===== src/debsc_defs.vh =====
`ifndef DEBSC_DEFS_VH
`define DEBSC_DEFS_VH

// Register byte offsets
`define DEBSC_OFS_CTL       5'h00
`define DEBSC_OFS_STAT      5'h04
`define DEBSC_OFS_IRQ_STAT  5'h08
`define DEBSC_OFS_IRQ_EN    5'h0c
`define DEBSC_OFS_IRQ_CLR   5'h10
`define DEBSC_OFS_DEFVAL    5'h14
`define DEBSC_ADDR_W        4'd5

// Display control register fields
`define DEBSC_CTL_CHANNEL_RESET_BIT     31
`define DEBSC_CTL_BLK       30
`define DEBSC_CTL_LOCK      28
`define DEBSC_CTL_FSEL      23
`define DEBSC_CTL_VSEL      22
`define DEBSC_CTL_EN        15
`define DEBSC_CTL_DVEN      11
`define DEBSC_CTL_RAW       2
`define DEBSC_CTL_RESET     32'h40000000
// Bits software may write while the display is enabled
`define DEBSC_CTL_LIVE_MASK 32'h40008000
// Writable bits: 30, 28, 23, 22, 15, 11, 2..0
`define DEBSC_CTL_WR_MASK   32'h50c08807

// Display status register fields
`define DEBSC_ST_FRM        30
`define DEBSC_ST_F2         29
`define DEBSC_ST_F1         28

// Interrupt bits
`define DEBSC_IRQ_F1        0
`define DEBSC_IRQ_F2        1
`define DEBSC_IRQ_FRM       2

// Timing
`define DEBSC_PIX_DIV       4'd4
`define DEBSC_H_TOTAL       12'd858
`define DEBSC_H_ACTIVE      12'd720
`define DEBSC_V_TOTAL       12'd262
`define DEBSC_V_BLANK       12'd20
`define DEBSC_VSYNC_LINES   12'd3
`define DEBSC_FIFO_THRESH   8'd64
`define DEBSC_BLANK_VAL     8'h80
`define DEBSC_DEFVAL_RESET  8'h10

`endif


===== src/debsc_timing.v =====
`timescale 1ns/1ps
`default_nettype none
`include "debsc_defs.vh"

module debsc_timing #(
  parameter [11:0] H_TOTAL = `DEBSC_H_TOTAL,
  parameter [11:0] V_TOTAL = `DEBSC_V_TOTAL
) (
  input  wire        clk,
  input  wire        rst,
  input  wire        ce,
  input  wire        restart,
  input  wire        ext_field_en,
  input  wire        ext_field,
  output reg  [11:0] h_q,
  output reg  [11:0] v_q,
  output reg         field_q,
  output reg         line_start_q,
  output reg         frame_start_q,
  output reg         f1_done_q,
  output reg         f2_done_q
);

  always @(posedge clk) begin
    if (rst) begin
      h_q           <= 12'h000;
      v_q           <= 12'h000;
      field_q       <= 1'b0;
      line_start_q  <= 1'b0;
      frame_start_q <= 1'b0;
      f1_done_q     <= 1'b0;
      f2_done_q     <= 1'b0;
    end else begin
      line_start_q  <= 1'b0;
      frame_start_q <= 1'b0;
      f1_done_q     <= 1'b0;
      f2_done_q     <= 1'b0;
      if (restart) begin
        h_q           <= 12'h000;
        v_q           <= 12'h000;
        field_q       <= ext_field_en ? ext_field : 1'b0;
        frame_start_q <= 1'b1;
        line_start_q  <= 1'b1;
      end else if (ce) begin
        if (h_q == H_TOTAL - 12'd1) begin
          h_q          <= 12'h000;
          line_start_q <= 1'b1;
          if (v_q == V_TOTAL - 12'd1) begin
            v_q       <= 12'h000;
            f1_done_q <= ~field_q;
            f2_done_q <= field_q;
            frame_start_q <= field_q;
            field_q   <= ext_field_en ? ext_field : ~field_q;
          end else begin
            v_q <= v_q + 12'd1;
            if (ext_field_en)
              field_q <= ext_field;
          end
        end else begin
          h_q <= h_q + 12'd1;
          if (ext_field_en)
            field_q <= ext_field;
        end
      end
    end
  end

endmodule
`default_nettype wire


===== src/debsc_top.v =====
// Strobed register access and the register offsets are this design's own decisions.
`timescale 1ns/1ps
`default_nettype none
`include "debsc_defs.vh"

module debsc_top #(
  parameter [3:0]  PIX_DIV     = `DEBSC_PIX_DIV,
  parameter [11:0] H_TOTAL     = `DEBSC_H_TOTAL,
  parameter [11:0] H_ACTIVE    = `DEBSC_H_ACTIVE,
  parameter [11:0] V_TOTAL     = `DEBSC_V_TOTAL,
  parameter [11:0] V_BLANK     = `DEBSC_V_BLANK,
  parameter [11:0] VSYNC_LINES = `DEBSC_VSYNC_LINES,
  parameter [7:0]  FIFO_THRESH = `DEBSC_FIFO_THRESH
) (
  input  wire        MCLK,
  input  wire        RST,
  input  wire [4:0]  ADDR,
  input  wire [31:0] WDATA,
  input  wire        WR,
  input  wire        RD,
  output reg  [31:0] RDATA,
  output reg         IRQ,
  input  wire        PRIOR_FRAME_START,
  input  wire [7:0]  FIFO_LEVEL,
  input  wire [7:0]  FIFO_DATA,
  output reg         FIFO_POP,
  output reg         FIFO_FLUSH,
  output reg         DMA_EVENT,
  output reg  [7:0]  VOUT,
  input  wire        CTL2_I,
  output reg         CTL2_O,
  output reg         CTL2_OE,
  input  wire        CTL3_I,
  output reg         CTL3_O,
  output reg         CTL3_OE
);

  reg  [31:0] ctl_q;
  reg  [31:0] ctl_d;
  reg         channel_reset_bit_q;
  reg  [2:0]  done_q;
  reg  [2:0]  irq_stat_q;
  reg  [2:0]  irq_en_q;
  reg  [7:0]  defval_q;
  reg  [3:0]  div_q;
  reg         pix_ce_q;
  reg         events_on_q;
  reg         v_s1_q;
  reg         v_s2_q;
  reg         v_s3_q;
  reg         f_s1_q;
  reg         f_s2_q;
  reg  [7:0]  pix_d;
  reg         pop_d;

  wire        srst = RST | channel_reset_bit_q;
  wire        wr_ctl = WR & (ADDR == `DEBSC_OFS_CTL);
  wire        wr_stat = WR & (ADDR == `DEBSC_OFS_STAT);
  wire        wr_clr = WR & (ADDR == `DEBSC_OFS_IRQ_CLR);
  wire        en = ctl_q[`DEBSC_CTL_EN];
  wire        blk = ctl_q[`DEBSC_CTL_BLK];
  wire        fsel = ctl_q[`DEBSC_CTL_FSEL];
  wire        vsel = ctl_q[`DEBSC_CTL_VSEL];
  wire        bt656 = ~ctl_q[`DEBSC_CTL_RAW];

  wire [11:0] h_cnt;
  wire [11:0] v_cnt;
  wire        field;
  wire        line_start;
  wire        frame_start;
  wire        f1_done;
  wire        f2_done;
  wire [2:0]  done_ev = {frame_start & en & (v_cnt == 12'h000) & ~field,
                         f2_done, f1_done};
  wire        restart = en & ((vsel & v_s2_q & ~v_s3_q) |
                              (ctl_q[`DEBSC_CTL_LOCK] & PRIOR_FRAME_START));
  wire        vblank = v_cnt < V_BLANK;
  wire        active = (h_cnt < H_ACTIVE) & ~vblank;
  wire [11:0] eav_off = h_cnt - H_ACTIVE;
  wire [11:0] sav_off = h_cnt - (H_TOTAL - 12'd4);
  wire        in_eav = (h_cnt >= H_ACTIVE) & (h_cnt < H_ACTIVE + 12'd4);
  wire        in_sav = h_cnt >= H_TOTAL - 12'd4;

  // Counters keep running while events are blocked
  debsc_timing #(
    .H_TOTAL (H_TOTAL),
    .V_TOTAL (V_TOTAL)
  ) u_timing (
    .clk           (MCLK),
    .rst           (srst | ~en),
    .ce            (pix_ce_q),
    .restart       (restart),
    .ext_field_en  (fsel),
    .ext_field     (f_s2_q),
    .h_q           (h_cnt),
    .v_q           (v_cnt),
    .field_q       (field),
    .line_start_q  (line_start),
    .frame_start_q (frame_start),
    .f1_done_q     (f1_done),
    .f2_done_q     (f2_done)
  );

  // Timing reference byte: 1 F V H P3 P2 P1 P0
  function [7:0] ref_code;
    input f;
    input v;
    input h;
    begin
      ref_code = {1'b1, f, v, h, v ^ h, f ^ h, f ^ v, f ^ v ^ h};
    end
  endfunction

  function [7:0] ref_byte;
    input [1:0] idx;
    input [7:0] code;
    begin
      case (idx)
        2'd0: ref_byte = 8'hff;
        2'd3: ref_byte = code;
        default: ref_byte = 8'h00;
      endcase
    end
  endfunction

  always @* begin
    ctl_d = ctl_q;
    if (wr_ctl) begin
      if (en)
        ctl_d = (ctl_q & ~`DEBSC_CTL_LIVE_MASK) |
                (WDATA & `DEBSC_CTL_LIVE_MASK);
      else
        ctl_d = WDATA & `DEBSC_CTL_WR_MASK;
    end
  end

  always @(posedge MCLK) begin
    if (srst) begin
      ctl_q <= `DEBSC_CTL_RESET;
    end else begin
      ctl_q <= ctl_d;
    end
  end

  // Channel reset stands one cycle, then resets every register of the module except RDATA and the channel reset bit itself
  always @(posedge MCLK) begin
    if (RST) begin
      channel_reset_bit_q <= 1'b0;
    end else begin
      channel_reset_bit_q <= wr_ctl & WDATA[`DEBSC_CTL_CHANNEL_RESET_BIT] & ~channel_reset_bit_q;
    end
  end

  always @(posedge MCLK) begin
    if (srst) begin
      div_q    <= 4'h0;
      pix_ce_q <= 1'b0;
    end else if (div_q == PIX_DIV - 4'd1) begin
      div_q    <= 4'h0;
      pix_ce_q <= 1'b1;
    end else begin
      div_q    <= div_q + 4'd1;
      pix_ce_q <= 1'b0;
    end
  end

  // Sync input pins
  always @(posedge MCLK) begin
    if (srst) begin
      v_s1_q <= 1'b0;
      v_s2_q <= 1'b0;
      v_s3_q <= 1'b0;
      f_s1_q <= 1'b0;
      f_s2_q <= 1'b0;
    end else begin
      v_s1_q <= CTL2_I;
      v_s2_q <= v_s1_q;
      v_s3_q <= v_s2_q;
      f_s1_q <= CTL3_I;
      f_s2_q <= f_s1_q;
    end
  end

  // Events stay off after unblocking until the next frame begins
  always @(posedge MCLK) begin
    if (srst) begin
      events_on_q <= 1'b0;
      FIFO_FLUSH  <= 1'b0;
      DMA_EVENT   <= 1'b0;
    end else begin
      FIFO_FLUSH <= ctl_d[`DEBSC_CTL_BLK] & ~blk;
      if (blk | ~en)
        events_on_q <= 1'b0;
      else if (frame_start)
        events_on_q <= 1'b1;
      DMA_EVENT <= events_on_q & ~blk & line_start &
                   (FIFO_LEVEL < FIFO_THRESH);
    end
  end

  always @* begin
    pix_d = `DEBSC_BLANK_VAL;
    pop_d = 1'b0;
    if (bt656 & in_eav)
      pix_d = ref_byte(eav_off[1:0], ref_code(field, vblank, 1'b1));
    else if (bt656 & in_sav)
      pix_d = ref_byte(sav_off[1:0], ref_code(field, vblank, 1'b0));
    else if (active) begin
      if (events_on_q & (FIFO_LEVEL != 8'h00)) begin
        pix_d = FIFO_DATA;
        pop_d = 1'b1;
      end else if (ctl_q[`DEBSC_CTL_DVEN])
        pix_d = defval_q;
    end
  end

  always @(posedge MCLK) begin
    if (srst) begin
      VOUT     <= `DEBSC_BLANK_VAL;
      FIFO_POP <= 1'b0;
    end else begin
      FIFO_POP <= pix_ce_q & en & pop_d;
      if (pix_ce_q & en)
        VOUT <= pix_d;
    end
  end

  // Control pins drive sync out only when not selected as inputs
  always @(posedge MCLK) begin
    if (srst) begin
      CTL2_O  <= 1'b0;
      CTL2_OE <= 1'b0;
      CTL3_O  <= 1'b0;
      CTL3_OE <= 1'b0;
    end else begin
      CTL2_O  <= en & (v_cnt < VSYNC_LINES);
      CTL2_OE <= en & ~vsel;
      CTL3_O  <= en & field;
      CTL3_OE <= en & ~fsel;
    end
  end

  // Done flags and interrupt status: a new event beats a clear
  always @(posedge MCLK) begin
    if (srst) begin
      done_q     <= 3'h0;
      irq_stat_q <= 3'h0;
      irq_en_q   <= 3'h0;
      defval_q   <= `DEBSC_DEFVAL_RESET;
      IRQ        <= 1'b0;
    end else begin
      done_q <= done_ev |
                (done_q & ~({3{wr_stat}} & WDATA[30:28]));
      irq_stat_q <= done_ev |
                    (irq_stat_q & ~({3{wr_clr}} & WDATA[2:0]));
      if (WR & (ADDR == `DEBSC_OFS_IRQ_EN))
        irq_en_q <= WDATA[2:0];
      if (WR & (ADDR == `DEBSC_OFS_DEFVAL))
        defval_q <= WDATA[7:0];
      IRQ <= |(irq_stat_q & irq_en_q);
    end
  end

  always @(posedge MCLK) begin
    if (RST) begin
      RDATA <= 32'h00000000;
    end else if (RD) begin
      case (ADDR)
        `DEBSC_OFS_CTL:
          RDATA <= ctl_q | {channel_reset_bit_q, 31'h00000000};
        `DEBSC_OFS_STAT:
          RDATA <= {1'b0, done_q, v_cnt, 2'b00, vblank, field, h_cnt};
        `DEBSC_OFS_IRQ_STAT:
          RDATA <= {29'h00000000, irq_stat_q};
        `DEBSC_OFS_IRQ_EN:
          RDATA <= {29'h00000000, irq_en_q};
        `DEBSC_OFS_DEFVAL:
          RDATA <= {24'h000000, defval_q};
        default:
          RDATA <= 32'h00000000;
      endcase
    end else begin
      RDATA <= 32'h00000000;
    end
  end

endmodule
`default_nettype wire


===== config.mk =====
export PLATFORM = sky130hd
export DESIGN_NAME = debsc_top
export DESIGN_NICKNAME = d
export VERILOG_FILES = /design/src/debsc_timing.v /design/src/debsc_top.v
export VERILOG_INCLUDE_DIRS = /design/src
export SDC_FILE = /design/constraint.sdc
export NUM_CORES = 1
export LEC_CHECK = 0
export CAP_MARGIN = 20
export CELL_PAD_IN_SITES_DETAIL_PLACEMENT = 1
export CELL_PAD_IN_SITES_GLOBAL_PLACEMENT = 1
export CORE_MARGIN = 1
export CORE_UTILIZATION = 49
export CTS_BUF_LIST = sky130_fd_sc_hd__clkbuf_8
export CTS_CLUSTER_DIAMETER = 30
export DETAILED_ROUTE_END_ITERATION = 10
export DONT_BUFFER_PORTS = 1
export MAX_ROUTING_LAYER = met4
export PLACE_DENSITY = 0.78
export SYNTH_ARGS = -nofsm -noshare
export SYNTH_HDL_FRONTEND = slang
export SYNTH_HIERARCHICAL = 1
export SYNTH_SLANG_ARGS = --single-unit

===== constraint.sdc =====
create_clock -name MCLK -period 3.1 [get_ports MCLK]
set_input_delay 0.62 -clock MCLK [delete_from_list [all_inputs] [get_ports MCLK]]
set_output_delay 0.62 -clock MCLK [all_outputs]
set_load 0.01 [all_outputs]

==> results_dict.tcl <==
set metrics [dict create \
    cts.clk_slew.worst_paths_ps 70 \
    post-route-period-util_pct 81.4 \
    clock_tree_from_tritoncts "yes" \
    busiest_layer_in_global_routing "met2" \
    rows 36 \
    vias 4168 \
    yosys_warnings 6 \
    core-area_um2 9770 \
    power.ir.vdd_worst_mv 0.271 \
    commonest_cells_after_routing_fill_and_taps_aside "sky130_fd_sc_hd__dfxtp_1 (114), sky130_fd_sc_hd__nor2_1 (49), sky130_fd_sc_hd__nand2_1 (48)" \
    place.port_buffers 0 \
    rsz0062_at_grt "false" \
    fin_setup_tns_ps 0 \
    max_slew.worst_pin.slew_ps 762 \
    grt_pass1_vias 4165 \
    finalHoldViolCount 0 \
    synth_edf_count 0 \
    layout_min_cycle_time_ps 2520 \
    timing_max_transition_violations_final 0 \
    groute.layer.met1.usage_pct 35.9 \
    yosys_register_bits 114 \
    power.density_nw_per_um2 550 \
    chipWidth_um 102 \
    critPathMaxFanout 11 \
    cts_repair_resize_count 0 \
    post-route-drc-count 0 \
    drive_gt1_share_pct 13.4 \
    syn_to_layout_area_delta_pct 10.9 \
    worstPathRequired_ps 3440 \
    num-nets-final 609 \
    syn_inst 535 \
    cts_buffer_depth 2 \
    crit-reg2reg-capture "u_timing/v_q[8]" \
    slew-limit-headroom_pct 48.5 \
    global_route.overflow_total 0 \
    post_drt_wl_per_cell_um 20.2 \
    setup_violations 0 \
    dp.final_hpwl_um 9770 \
    grtUsageMet3_pct 6.91 \
    avgViaCountPerCell 6.08 \
    leakage_uw 0.00193 \
    clock-root-buffer "sky130_fd_sc_hd__clkbuf_8" \
    ys_async_sr_fraction_pct 0 \
    critical_path.startpoint_type "register" \
    register_to_register_path_setup_slack_ps 580 \
    number_of_hold_buffers_added_after_cts 0 \
    status "complete, no violations" \
    groute.layer.met2.usage_pct 45.8 \
    h-tree-depth 4 \
    first_pass_grt_wire_length_um 22000 \
    worstSetupEndpointType "register" \
    clock-skew-final_ps 9.10 \
    die_h_um 102 \
    detail_route.iter0.violations 155 \
    worst_skew_pair.late_latency_ps 440 \
    synthesis.nets 604 \
    timing.critical_path.to "u_timing/v_q[8]" \
    number_of_top_level_pins 108 \
    cap_violations 0 \
    launch_point_of_the_critical_path "u_timing/h_q[1]" \
    avgSynthCellArea_um2 9.21 \
    worstSetupPathType "reg2reg" \
    gp_routability_congestion 0.939 \
    number_of_antenna_violating_nets_in_the_routed_design 0 \
    post_synth_num_cell_types 66 \
    reg2reg_depth 6 \
    synthesis.area_um2 4920 \
    finalWorstSetupSlack_ps 576 \
    track_usage_pct 29.1 \
    maxClockFrequency_mhz 396 \
    layout.cells.most_common "sky130_fd_sc_hd__dfxtp_1" \
    drt_first_pass_iters 5 \
    cts-buffers-inserted 17 \
    hold_path.class "in2reg" \
    cts_setup_buffers 0 \
    cts_num_sinks 114 \
    timing.rr.start "u_timing/h_q[1]" \
    grt_antenna_before_repair 0 \
    insertedDiodeCount 0 \
    critical_path_arrival_ps 2860 \
    largest_net_degree_at_the_start_of_global_routing 32 \
    yosysSeqAreaShare_pct 46.3 \
    die-area_um2 10500 \
    routed_wl_um 13900 \
    floorplan.initialDensity_pct 50.4 \
    dpl_worst_slack_ps 588 \
    synthFlopType "sky130_fd_sc_hd__dfxtp_1" \
]
-- stage by stage --
stage / util (%) / total power (uW) / cell area, um^2 / hold WS (ps) / cells
2_1_floorplan: - / 1550 / 4920 / 406 / 535
3_3_place_gp: 51.5 / 1560 / 5040 / 414 / 654
3_5_place_dp: 51.5 / 1560 / 5040 / 424 / 654
4_1_cts: 55.9 / 3030 / 5460 / 254 / 686
5_1_grt: 55.9 / 3090 / 5460 / 259 / 686
6_report: 55.9 / 3000 / 5460 / 276 / 686
-- synth_stat cells, drive strengths merged (6+ instances only) --
cell type / instances / area [um^2]
a211oi: 7 / 57.6
a21oi: 36 / 180
a22o: 9 / 85.1
a22oi: 7 / 52.6
and2: 30 / 196
and3: 11 / 70.1
buf: 9 / 63.8
clkbuf: 13 / 48.8
dfxtp: 114 / 2280
ha: 9 / 113
inv: 12 / 45.0
mux2i: 15 / 150
nand2: 48 / 180
nand3: 20 / 100
nor2: 50 / 190
nor3: 10 / 50.1
nor4: 6 / 37.5
o211ai: 8 / 60.1
o21ai: 20 / 111
xor2: 11 / 96.3
-- power by group --
group          switching (uW)  total [uW]  leakage [uW]  internal (uW)
Sequential               6.74        1480      0.000920           1470
Clock                     609        1480      0.000216            870
Combinational            29.4        46.2      0.000790           16.8
Total                     645        3000       0.00193           2360
-- flip-flops by register name, summed over array words and instances (netlist names), 3 cells and up --
name          cells
irq_en_q          3
irq_stat_q        3
u_timing/h_q     12
done_q            3
VOUT              8
u_timing/v_q     12
ctl_q             9
defval_q          8
RDATA            31
div_q             4
-- cell type report --
cell class,instances,area [um^2]
well taps,133,166
flip-flops and latches,114,2280
clock inverters,11,135
repair buffers,8,60.1
multi-input cells,387,2480
fillers,1124,4310
clock buffers,21,289
inverters,12,45.0
-- per-layer routing --
| layer | wire length [um] | up-vias | part of all wire [%] |
|---|---|---|---|
| met3 | 895 | 28 | 6.5 |
| li1 | - | 1943 | - |
| met1 | 6090 | 2042 | 44 |
| met2 | 6570 | 155 | 47 |
| met4 | 317 | 0 | 2.3 |
| met5 | 0 | - | 0 |
-- worst max-delay path, cell delays in order (launching register included) --
cell,delay (ps)
sky130_fd_sc_hd__dfxtp_1,440
sky130_fd_sc_hd__inv_1,110
sky130_fd_sc_hd__ha_1,160
sky130_fd_sc_hd__or4b_1,440
sky130_fd_sc_hd__or4_4,610
sky130_fd_sc_hd__or2_2,340
sky130_fd_sc_hd__o41ai_1,310
-- logic make-up (layout without fill, tap and decap cells) --
group | count (synthesis) | in the layout | share of synthesized area (%)
muxes | 19 | 19 | 3.96
other | 1 | 1 | 0.0761
xor gates and xnor gates | 15 | 15 | 2.67
buffers and inverters | 34 | 52 | 3.20
and+or+nand+nor | 224 | 224 | 24.9
AOI/OAI and AO/OA | 119 | 119 | 16.6
adders and majority gates | 9 | 9 | 2.29
DFF | 114 | 114 | 46.3
-- worst min-delay path by stage --
stage                     startpoint         to  slack (ps)  depth (start not counted)
after floorplan               f_s1_q     f_s2_q         410                          1
after global placement        f_s1_q     f_s2_q         410                          1
after detailed placement      v_s1_q     v_s2_q         420                          1
after CTS                    ADDR[4]  RDATA[12]         250                          1
after global routing         ADDR[4]  RDATA[12]         260                          1
final                        ADDR[4]  RDATA[12]         280                          1
(Power assumes the default switching activity.)
